## config.mk

```make
export PLATFORM = sky130hd
export DESIGN_NAME = ctw_core
export DESIGN_NICKNAME = d
export VERILOG_FILES = /design/src/core/ctw_pkg.sv /design/src/core/ctw_core.sv
export VERILOG_INCLUDE_DIRS = /design/src /design/src/core
export SDC_FILE = /design/constraint.sdc
export NUM_CORES = 1
export LEC_CHECK = 0
export BUFFER_PORTS_ARGS = -buffer_cell sky130_fd_sc_hd__buf_2
export CORE_MARGIN = 1
export CORE_UTILIZATION = 25
export CTS_CLUSTER_DIAMETER = 40
export DETAILED_ROUTE_END_ITERATION = 16
export SYNTH_ARGS = -nofsm -noshare
export SYNTH_HDL_FRONTEND = slang
export SYNTH_SLANG_ARGS = --single-unit
export TNS_END_PERCENT = 50
```

## constraint.sdc

```tcl
create_clock -name core_clk -period 3 [get_ports core_clk]
set_input_delay 0.3 -clock core_clk [delete_from_list [all_inputs] [get_ports core_clk]]
set_output_delay 0.3 -clock core_clk [all_outputs]
set_load 0.01 [all_outputs]
```

## src/core/ctw_cfg.svh

```systemverilog
// Opcodes, condition code bit positions, register offsets and reset values
`ifndef CTW_CFG_SVH
`define CTW_CFG_SVH
`define CTW_OP_PREFIX_Y     8'h18
`define CTW_OP_TEST_ACCUM_A 8'h4D
`define CTW_OP_TEST_ACCUM_B 8'h5D
`define CTW_OP_TEST_EXT     8'h7D
`define CTW_OP_TEST_IDX     8'h6D
`define CTW_OP_STACK_TO_IDX 8'h30
`define CTW_OP_IDX_TO_STACK 8'h35
`define CTW_OP_WAIT         8'h3E
`define CTW_OP_SWAP_DBL     8'h8F
`define CTW_IDLE_ADDR       16'hFFFF
`define CTW_CC_X            6
`define CTW_CC_I            4
`define CTW_CC_N            3
`define CTW_CC_Z            2
`define CTW_CC_RESET        8'hD0
`define CTW_PUSH_LAST       4'h8
`define CTW_REG_DBL         3'h0
`define CTW_REG_IDX_X       3'h1
`define CTW_REG_IDX_Y       3'h2
`define CTW_REG_SP          3'h3
`define CTW_REG_PC          3'h4
`define CTW_REG_CC          3'h5
`define CTW_REG_STATUS      3'h6
`define CTW_REG_RUN         3'h7
`endif

```

## src/core/ctw_pkg.sv

```systemverilog
// Types shared by the core: sequencer states and one bus cycle
package ctw_pkg;
    typedef enum logic [2:0] {
        ST_FETCH, ST_PRE, ST_OP2, ST_RUN, ST_WAIT, ST_VEC_HI, ST_VEC_LO
    } ctw_state_t;

    typedef struct packed {
        logic [15:0] addr;
        logic [7:0]  wdata;
        logic        rw;
    } ctw_bus_t;
endpackage : ctw_pkg

```

## src/core/ctw_core.sv

```systemverilog
// Core executing operand test, stack transfers, swaps and wait-for-interrupt
// How it works
// - Operand test sets N from bit 7, Z on zero, clears V and C, keeps the operand.
// - Test opcodes 4D/5D take 2 cycles, 7D/6D take 6, 18 6D takes 7, idle cycles read FFFF.
// - Opcode 30 loads X with SP plus one in 3 cycles, the third reading at SP.
// - Prefix 18 with 30 loads Y with SP plus one in 4 cycles, the last reading at SP.
// - Opcode 35 loads SP with X minus one in 3 cycles, the third reading FFFF.
// - Prefix 18 with 35 loads SP with Y minus one in 4 cycles, the last reading FFFF.
// - Wait 3E pushes return, Y, X, A, B and flags in cycles 3 to 11, SP down per byte.
// - While waiting the bus keeps reading the address of the stacked flag byte.
// - Waiting lasts until an unmasked interrupt is seen, then it ends.
// - Leaving wait sets I, reads vector high then low and resumes there.
// - A nonmaskable external wake also sets X; the wait itself changes no flag.
// - Opcode 8F swaps the double accumulator with X in 3 cycles, the third reading FFFF.
// - Prefix 18 with 8F swaps the double accumulator with Y in 4 cycles, last reading FFFF.
//
// Implementation choices: the plain strobed port and the register offsets.
`timescale 1ns/1ns
`include "ctw_cfg.svh"
module ctw_core
#(
    parameter logic [15:0] RESET_PC = 16'h0000, // First fetch address
    parameter logic [15:0] VEC_IRQ  = 16'hFFF0, // Maskable vector
    parameter logic [15:0] VEC_NMX  = 16'hFFF2  // Nonmaskable external vector
)
(
    input  wire logic              core_clk,      // Clock
    input  wire logic              reset,         // Sync reset
    input  wire logic [7:0]        busRdata,      // Read data of this cycle
    input  wire logic              irqReq,        // Maskable request
    input  wire logic              nonmaskExtReq, // Nonmaskable external req
    input  wire logic [2:0]        regAddr,       // Register index
    input  wire logic [15:0]       regWdata,      // Register write data
    input  wire logic              regWr,         // Write strobe
    input  wire logic              regRd,         // Read strobe
    output ctw_pkg::ctw_bus_t      bus,           // Address, data, rw
    output logic [15:0]            regRdata       // Read data, next cycle
);
    ctw_pkg::ctw_state_t state_ff;
    ctw_pkg::ctw_state_t nxt_state;
    ctw_pkg::ctw_bus_t   bus_ff;
    ctw_pkg::ctw_bus_t   nxt_bus;
    logic [7:0]  op_ff;
    logic [7:0]  nxt_op;
    logic        preY_ff;
    logic        nxt_preY;
    logic [3:0]  step_ff;
    logic [3:0]  nxt_step;
    logic [7:0]  tmp_ff;
    logic [7:0]  nxt_tmp;
    logic        run_ff;
    logic        nxt_run;
    logic [15:0] pc_ff;
    logic [15:0] nxt_pc;
    logic [15:0] sp_ff;
    logic [15:0] nxt_sp;
    logic [15:0] idxX_ff;
    logic [15:0] nxt_idxX;
    logic [15:0] idxY_ff;
    logic [15:0] nxt_idxY;
    logic [15:0] dbl_ff;
    logic [15:0] nxt_dbl;
    logic [7:0]  cc_ff;
    logic [7:0]  nxt_cc;
    logic [15:0] regRdata_ff;
    logic [15:0] curIdx;
    logic [7:0]  wrSel;
    logic [3:0]  pushIdx;
    logic [7:0]  pushData;
    logic        wakeNmx;
    logic        wakeIrq;

    function automatic ctw_pkg::ctw_bus_t rdCyc(input logic [15:0] a);
        rdCyc = '{a, 8'h00, 1'b1};
    endfunction : rdCyc

    function automatic ctw_pkg::ctw_bus_t wrCyc(input logic [15:0] a,
                                                 input logic [7:0]  d);
        wrCyc = '{a, d, 1'b0};
    endfunction : wrCyc

    function automatic logic [7:0] testFlags(input logic [7:0] cc,
                                             input logic [7:0] v);
        testFlags = cc;
        testFlags[`CTW_CC_N] = v[7];
        testFlags[`CTW_CC_Z] = (v == 8'h00);
        testFlags[1:0] = 2'b00;
    endfunction : testFlags

    assign curIdx  = preY_ff ? idxY_ff : idxX_ff;
    assign wrSel   = regWr ? 8'(8'h01 << regAddr) : 8'h00;
    assign wakeNmx = nonmaskExtReq && !cc_ff[`CTW_CC_X];
    assign wakeIrq = irqReq && !cc_ff[`CTW_CC_I];
    assign bus      = bus_ff;
    assign regRdata = regRdata_ff;

    // Stack order: return lo/hi, Y lo/hi, X lo/hi, A, B, flags
    always_comb
    begin
        pushIdx = (state_ff == ctw_pkg::ST_RUN) ? step_ff + 4'h1 : 4'h0;
        case (pushIdx)
            4'h0:    pushData = pc_ff[7:0];
            4'h1:    pushData = pc_ff[15:8];
            4'h2:    pushData = idxY_ff[7:0];
            4'h3:    pushData = idxY_ff[15:8];
            4'h4:    pushData = idxX_ff[7:0];
            4'h5:    pushData = idxX_ff[15:8];
            4'h6:    pushData = dbl_ff[15:8];
            4'h7:    pushData = dbl_ff[7:0];
            default: pushData = cc_ff;
        endcase
    end

    // Software writes first; execution below overrides them in the same cycle
    always_comb
    begin
        nxt_state = state_ff;
        nxt_op    = op_ff;
        nxt_preY  = preY_ff;
        nxt_step  = step_ff;
        nxt_tmp   = tmp_ff;
        nxt_run   = wrSel[`CTW_REG_RUN] ? regWdata[0] : run_ff;
        nxt_dbl   = wrSel[`CTW_REG_DBL] ? regWdata : dbl_ff;
        nxt_idxX  = wrSel[`CTW_REG_IDX_X] ? regWdata : idxX_ff;
        nxt_idxY  = wrSel[`CTW_REG_IDX_Y] ? regWdata : idxY_ff;
        nxt_sp    = wrSel[`CTW_REG_SP] ? regWdata : sp_ff;
        nxt_pc    = wrSel[`CTW_REG_PC] ? regWdata : pc_ff;
        nxt_cc    = wrSel[`CTW_REG_CC] ? regWdata[7:0] : cc_ff;
        nxt_bus   = rdCyc(bus_ff.addr);
        case (state_ff)
            ctw_pkg::ST_FETCH:
            begin
                nxt_step = 4'h0;
                // Halted core keeps pointing at pc so a pc write redirects it
                if (!run_ff)
                    nxt_bus = rdCyc(nxt_pc);
                else
                begin
                    nxt_op    = busRdata;
                    nxt_preY  = (busRdata == `CTW_OP_PREFIX_Y);
                    nxt_pc    = pc_ff + 16'h0001;
                    nxt_bus   = rdCyc(pc_ff + 16'h0001);
                    nxt_state = nxt_preY ? ctw_pkg::ST_PRE : ctw_pkg::ST_OP2;
                end
            end
            ctw_pkg::ST_PRE:
            begin
                nxt_op    = busRdata;
                nxt_pc    = pc_ff + 16'h0001;
                nxt_bus   = rdCyc(pc_ff + 16'h0001);
                nxt_state = ctw_pkg::ST_OP2;
            end
            ctw_pkg::ST_OP2:
            begin
                nxt_state = ctw_pkg::ST_RUN;
                case (op_ff)
                    `CTW_OP_TEST_ACCUM_A:
                    begin
                        nxt_cc    = testFlags(cc_ff, dbl_ff[15:8]);
                        nxt_bus   = rdCyc(pc_ff);
                        nxt_state = ctw_pkg::ST_FETCH;
                    end
                    `CTW_OP_TEST_ACCUM_B:
                    begin
                        nxt_cc    = testFlags(cc_ff, dbl_ff[7:0]);
                        nxt_bus   = rdCyc(pc_ff);
                        nxt_state = ctw_pkg::ST_FETCH;
                    end
                    `CTW_OP_TEST_EXT:
                    begin
                        nxt_tmp = busRdata;
                        nxt_pc  = pc_ff + 16'h0001;
                        nxt_bus = rdCyc(pc_ff + 16'h0001);
                    end
                    `CTW_OP_TEST_IDX:
                    begin
                        nxt_tmp = busRdata;
                        nxt_pc  = pc_ff + 16'h0001;
                        nxt_bus = rdCyc(`CTW_IDLE_ADDR);
                    end
                    `CTW_OP_STACK_TO_IDX:
                        nxt_bus = rdCyc(sp_ff);
                    `CTW_OP_IDX_TO_STACK:
                        nxt_bus = rdCyc(`CTW_IDLE_ADDR);
                    `CTW_OP_SWAP_DBL:
                        nxt_bus = rdCyc(`CTW_IDLE_ADDR);
                    // Return address is already pc, bumped past the opcode
                    `CTW_OP_WAIT:
                        nxt_bus = wrCyc(sp_ff, pushData);
                    // Opcodes outside this group pass as two-cycle no-ops
                    default:
                    begin
                        nxt_bus   = rdCyc(pc_ff);
                        nxt_state = ctw_pkg::ST_FETCH;
                    end
                endcase
            end
            ctw_pkg::ST_RUN:
            begin
                nxt_step  = step_ff + 4'h1;
                nxt_bus   = rdCyc(pc_ff);
                nxt_state = ctw_pkg::ST_FETCH;
                case (op_ff)
                    `CTW_OP_STACK_TO_IDX:
                    begin
                        if (preY_ff)
                            nxt_idxY = sp_ff + 16'h0001;
                        else
                            nxt_idxX = sp_ff + 16'h0001;
                    end
                    `CTW_OP_IDX_TO_STACK:
                        nxt_sp = curIdx - 16'h0001;
                    `CTW_OP_SWAP_DBL:
                    begin
                        nxt_dbl = curIdx;
                        if (preY_ff)
                            nxt_idxY = dbl_ff;
                        else
                            nxt_idxX = dbl_ff;
                    end
                    `CTW_OP_TEST_EXT, `CTW_OP_TEST_IDX:
                    begin
                        nxt_state = ctw_pkg::ST_RUN;
                        case (step_ff)
                            4'h0:
                            begin
                                if (op_ff == `CTW_OP_TEST_EXT)
                                begin
                                    nxt_pc  = pc_ff + 16'h0001;
                                    nxt_bus = rdCyc({tmp_ff, busRdata});
                                end
                                else
                                    nxt_bus = rdCyc(curIdx + {8'h00, tmp_ff});
                            end
                            4'h1:
                            begin
                                nxt_cc  = testFlags(cc_ff, busRdata);
                                nxt_bus = rdCyc(`CTW_IDLE_ADDR);
                            end
                            4'h2:
                                nxt_bus = rdCyc(`CTW_IDLE_ADDR);
                            default:
                                nxt_state = ctw_pkg::ST_FETCH;
                        endcase
                    end
                    `CTW_OP_WAIT:
                    begin
                        nxt_sp = sp_ff - 16'h0001;
                        if (step_ff == `CTW_PUSH_LAST)
                        begin
                            nxt_bus   = rdCyc(sp_ff);
                            nxt_state = ctw_pkg::ST_WAIT;
                        end
                        else
                        begin
                            nxt_bus   = wrCyc(sp_ff - 16'h0001, pushData);
                            nxt_state = ctw_pkg::ST_RUN;
                        end
                    end
                    default:
                        nxt_state = ctw_pkg::ST_FETCH;
                endcase
            end
            // External source outranks the maskable one
            ctw_pkg::ST_WAIT:
            begin
                if (wakeNmx)
                begin
                    nxt_cc[`CTW_CC_X] = 1'b1;
                    nxt_cc[`CTW_CC_I] = 1'b1;
                    nxt_bus   = rdCyc(VEC_NMX);
                    nxt_state = ctw_pkg::ST_VEC_HI;
                end
                else if (wakeIrq)
                begin
                    nxt_cc[`CTW_CC_I] = 1'b1;
                    nxt_bus   = rdCyc(VEC_IRQ);
                    nxt_state = ctw_pkg::ST_VEC_HI;
                end
            end
            ctw_pkg::ST_VEC_HI:
            begin
                nxt_tmp   = busRdata;
                nxt_bus   = rdCyc(bus_ff.addr + 16'h0001);
                nxt_state = ctw_pkg::ST_VEC_LO;
            end
            ctw_pkg::ST_VEC_LO:
            begin
                nxt_pc    = {tmp_ff, busRdata};
                nxt_bus   = rdCyc({tmp_ff, busRdata});
                nxt_state = ctw_pkg::ST_FETCH;
            end
            default:
                nxt_state = ctw_pkg::ST_FETCH;
        endcase
    end

    always_ff @(posedge core_clk)
        if (reset)
        begin
            state_ff <= ctw_pkg::ST_FETCH;
            op_ff    <= 8'h00;
            preY_ff  <= 1'b0;
            step_ff  <= 4'h0;
            tmp_ff   <= 8'h00;
            bus_ff   <= '{RESET_PC, 8'h00, 1'b1};
        end
        else
        begin
            state_ff <= nxt_state;
            op_ff    <= nxt_op;
            preY_ff  <= nxt_preY;
            step_ff  <= nxt_step;
            tmp_ff   <= nxt_tmp;
            bus_ff   <= nxt_bus;
        end

    always_ff @(posedge core_clk)
        if (reset)
        begin
            run_ff  <= 1'b0;
            pc_ff   <= RESET_PC;
            sp_ff   <= 16'h0000;
            idxX_ff <= 16'h0000;
            idxY_ff <= 16'h0000;
            dbl_ff  <= 16'h0000;
            cc_ff   <= `CTW_CC_RESET;
        end
        else
        begin
            run_ff  <= nxt_run;
            pc_ff   <= nxt_pc;
            sp_ff   <= nxt_sp;
            idxX_ff <= nxt_idxX;
            idxY_ff <= nxt_idxY;
            dbl_ff  <= nxt_dbl;
            cc_ff   <= nxt_cc;
        end

    always_ff @(posedge core_clk)
        if (reset || !regRd)
            regRdata_ff <= 16'h0000;
        else
            case (regAddr)
                `CTW_REG_DBL:    regRdata_ff <= dbl_ff;
                `CTW_REG_IDX_X:  regRdata_ff <= idxX_ff;
                `CTW_REG_IDX_Y:  regRdata_ff <= idxY_ff;
                `CTW_REG_SP:     regRdata_ff <= sp_ff;
                `CTW_REG_PC:     regRdata_ff <= pc_ff;
                `CTW_REG_CC:     regRdata_ff <= {8'h00, cc_ff};
                `CTW_REG_STATUS: regRdata_ff <= {op_ff, 3'h0, preY_ff, 1'b0, state_ff};
                default:         regRdata_ff <= {15'h0000, run_ff};
            endcase
endmodule : ctw_core

```

==> impl_metrics.toml <==
[flow_run]
cap_violations = 0

[route]
first_pass_iteration_count_of_the_detailed_router = 9
antenna_violating_nets_post_route = 0
drc = 0
detailroute.via_count = 14400
vias_per_cell = 6.11
drt-initial-drc-count = 2046
routedWlPerCell_um = 28.0
totalWireLength_um = 65800

[global_routing]
first_global_vias = 13500
grt_overflow_total = 0
grt_start_max_net_pins = 48
grt_pass1_wl_um = 95400
globalRouteTotalUtil_pct = 26.5
antenna_found_initial = 0

[timing]
final_period_minus_worst_setup_slack_ns = 2.87
unrepaired_setup_endpoints_after_global_routing = "false"
setup_total_negative_slack_ns = 0
slew-limit-headroom_pct = 13.4
finalMaxSlewViolations = 0
worstMarginPinSlew_ns = 1.30
hold_violations = 0
final.period_utilization_pct = 95.8
setup_viol = 0
fmax_mhz = 348
final.setup_skew_ns = 0.0171
hold_ws_ns = 0.197

[setup_path]
cp.arrival_ns = 3.28
timing_worst_setup_path_type = "flip-flop to flip-flop"
setup.worst_path.start_class = "flip-flop"
crit_path_end_kind = "flip-flop"
worst_ep_required_time_ns = 3.41
worstPathMaxFanout = 12
ff2ff_path_depth = 12

[power]
p_sw_share_pct = 32.8
power.internal_mw = 3.62
total_switching_power_mw = 1.76
clockPowerShare_pct = 42.4
power_leakage_nw = 5.53
max-vdd-ir-drop_mv = 0.384
power.density_mw_per_mm2 = 366
report.power.total_mw = 5.39
share_seq_of_total_power_pct = 40.2
pwr-share-comb_pct = 17.5

[clock_network]
clk_latency_ns = 0.48
clockRootBuffer = "sky130_fd_sc_hd__clkbuf_16"
cts_tree = "done"
cts_max_level = 4
cts-buffers-inserted = 17
clk_pin_slew_ns = 0.07
post_cts.repair.setup_buffers = 0
ctsLongestPathBuffers = 2
cts_hold_buffers = 0
cts.sink_count = 154

[finish]
final_layout_size_suffix_gt1_share_pct = 19.5
postLayoutCellArea_mm2 = 0.0147
area.growth.synth_to_final_pct = 22.3
nets = 1784

[floorplanning]
io-pin-count = 74
coreArea_mm2 = 0.0470
die_h_um = 221
design.die.area_mm2 = 0.0490
floorplan.initialDensity_pct = 25.6
rows = 79
fp.dieW_um = 221

[yosys]
number_of_warnings_printed_during_yosys_synthesis = 0
netlist_area_before_placement_mm2 = 0.0120
portion_of_the_post_synthesis_area_used_by_sequential_elements_pct = 25.7
synth_enable_flop_cells = 0
ys_dominant_reg_cell = "sky130_fd_sc_hd__dfxtp_1"
unique_cell_type_count_in_the_yosys_netlist = 86
postSynthCellCount = 1581
syn-mean-instance-area_um2 = 7.60
postSynthRegisterBits = 154
post_synth_arst_share_pct = 0
syn_nets = 1632

[placement]
dp_hpwl_um = 51100
globalplace.congestion = 1.02
placedInstanceArea_mm2 = 0.0141
placement.io_buffers = 73

[worst_hold_path]
min_path_type = "input pin to flip-flop"
holdPathStages = 3

[outcome]
status = "finished, final reports clean"
-- cell usage after synthesis, types with 14 or more instances --
cell type	number	area share, %
sky130_fd_sc_hd__mux2_2	14	1.3
sky130_fd_sc_hd__nor3_1	37	1.5
sky130_fd_sc_hd__nand3_1	42	1.7
sky130_fd_sc_hd__o21ai_0	81	3.4
sky130_fd_sc_hd__a211oi_1	44	2.7
sky130_fd_sc_hd__mux2i_1	90	7.5
sky130_fd_sc_hd__a31oi_1	22	1.1
sky130_fd_sc_hd__a21oi_1	114	4.7
sky130_fd_sc_hd__a22oi_1	23	1.4
sky130_fd_sc_hd__o22a_1	20	1.5
sky130_fd_sc_hd__dfxtp_1	154	26
sky130_fd_sc_hd__nor2_1	194	6.1
sky130_fd_sc_hd__xnor2_1	39	2.8
sky130_fd_sc_hd__a221oi_1	40	2.9
sky130_fd_sc_hd__xor2_1	46	3.4
sky130_fd_sc_hd__nor4_1	14	0.73
sky130_fd_sc_hd__clkbuf_1	80	2.5
sky130_fd_sc_hd__nor2b_1	26	1.4
sky130_fd_sc_hd__nand2_1	149	4.7
sky130_fd_sc_hd__buf_2	26	1.1
sky130_fd_sc_hd__ha_1	17	1.8
sky130_fd_sc_hd__nand4_1	22	1.1
sky130_fd_sc_hd__inv_1	26	0.81
sky130_fd_sc_hd__o22ai_1	15	0.78
-- through the flow --
step	utilization [%]	cells	setup slack (ns)
final	31.3	2353	0.127
after global routing	31.3	2352	0.0386
after CTS	31.3	2352	0.124
after detailed placement	30.0	2321	0.146
after global placement	30.0	2321	0.0502
after floorplan	-	1581	0.00463
-- final timing paths --
path / start / slack [ns] / endpoint
worst min register to register: op_ff[0] / 0.50 / op_ff[0]
worst max-delay path: preY_ff / 0.13 / bus[16]
worst max register to register: preY_ff / 0.13 / bus[16]
worst min-delay path: busRdata[5] / 0.20 / op_ff[5]
-- per-layer routing --
layer / vias up / track usage (%) / wire length (um)
met5: - / 0 / 0
met1: 6989 / 34.9 / 27000
li1: 6215 / - / -
met4: 0 / 13.7 / 3610
met2: 973 / 40.7 / 28500
met3: 193 / 5.40 / 6780
-- sequential cells by signal (all words and copies together), names as in the netlist --
| name | count |
|---|---|
| op_ff | 8 |
| idxY_ff | 16 |
| regRdata | 16 |
| state_ff | 3 |
| step_ff | 4 |
| sp_ff | 16 |
| dbl_ff | 16 |
| bus | 25 |
| tmp_ff | 8 |
| idxX_ff | 16 |
| cc_ff | 8 |
| pc_ff | 16 |
| preY_ff | 1 |
| run_ff | 1 |
-- cell usage in the layout (no fill, tap or decap), drive strengths merged, types with 40 or more instances in the layout --
cell / count
mux2i: 90
a21oi: 116
dfxtp: 154
nand3: 42
a211oi: 44
nor2: 194
o21ai: 91
a221oi: 40
nand2: 149
xor2: 46
buf: 255
-- layout make-up --
| class | count | area, um^2 |
|---|---|---|
| well taps | 607 | 759 |
| flip-flops and latches | 154 | 3080 |
| inverters | 28 | 105 |
| clock buffers | 18 | 439 |
| repair buffers | 255 | 1810 |
| diodes | 1 | 2.50 |
| clock inverters | 13 | 136 |
| multi-input cells | 1277 | 8360 |
| fillers | 5010 | 32300 |
-- power groups by stage --
stage | Combinational [mW] | Sequential (mW) | Clock (mW)
floorplan | 0.534 | 2.17 | 0
global placement | 0.912 | 2.21 | 0
detailed placement | 0.915 | 2.21 | 0
CTS | 0.919 | 2.16 | 2.29
global route | 0.990 | 2.17 | 2.36
finish | 0.940 | 2.16 | 2.28
-- cell families after synthesis --
logic type,Yosys count,share of synthesized area (%)
xor+xnor,85,6.19
flops,154,25.7
mux,107,9.37
compound gates,493,28.4
fa+ha+maj,18,1.94
buf+inv,150,5.21
simple gates,574,23.2
-- worst max-delay path: stages (launching register included) --
cell and delay [ns]:
sky130_fd_sc_hd__dfxtp_2 0.39, sky130_fd_sc_hd__buf_12 0.16, sky130_fd_sc_hd__mux2i_1 0.25, sky130_fd_sc_hd__inv_1 0.11
sky130_fd_sc_hd__ha_1 0.27, sky130_fd_sc_hd__a21oi_1 0.22, sky130_fd_sc_hd__o211ai_1 0.19, sky130_fd_sc_hd__buf_4 0.19
sky130_fd_sc_hd__o41ai_1 0.31, sky130_fd_sc_hd__buf_4 0.19, sky130_fd_sc_hd__xor2_1 0.07, sky130_fd_sc_hd__a221o_1 0.31
sky130_fd_sc_hd__a21oi_1 0.14
-- what timing repair did --
action                     CTS  global route
setup endpoints to repair    0             6
hold endpoints to repair     0             0
gates resized for setup      0             4
Note: power is estimated with default switching activity, not from simulation.
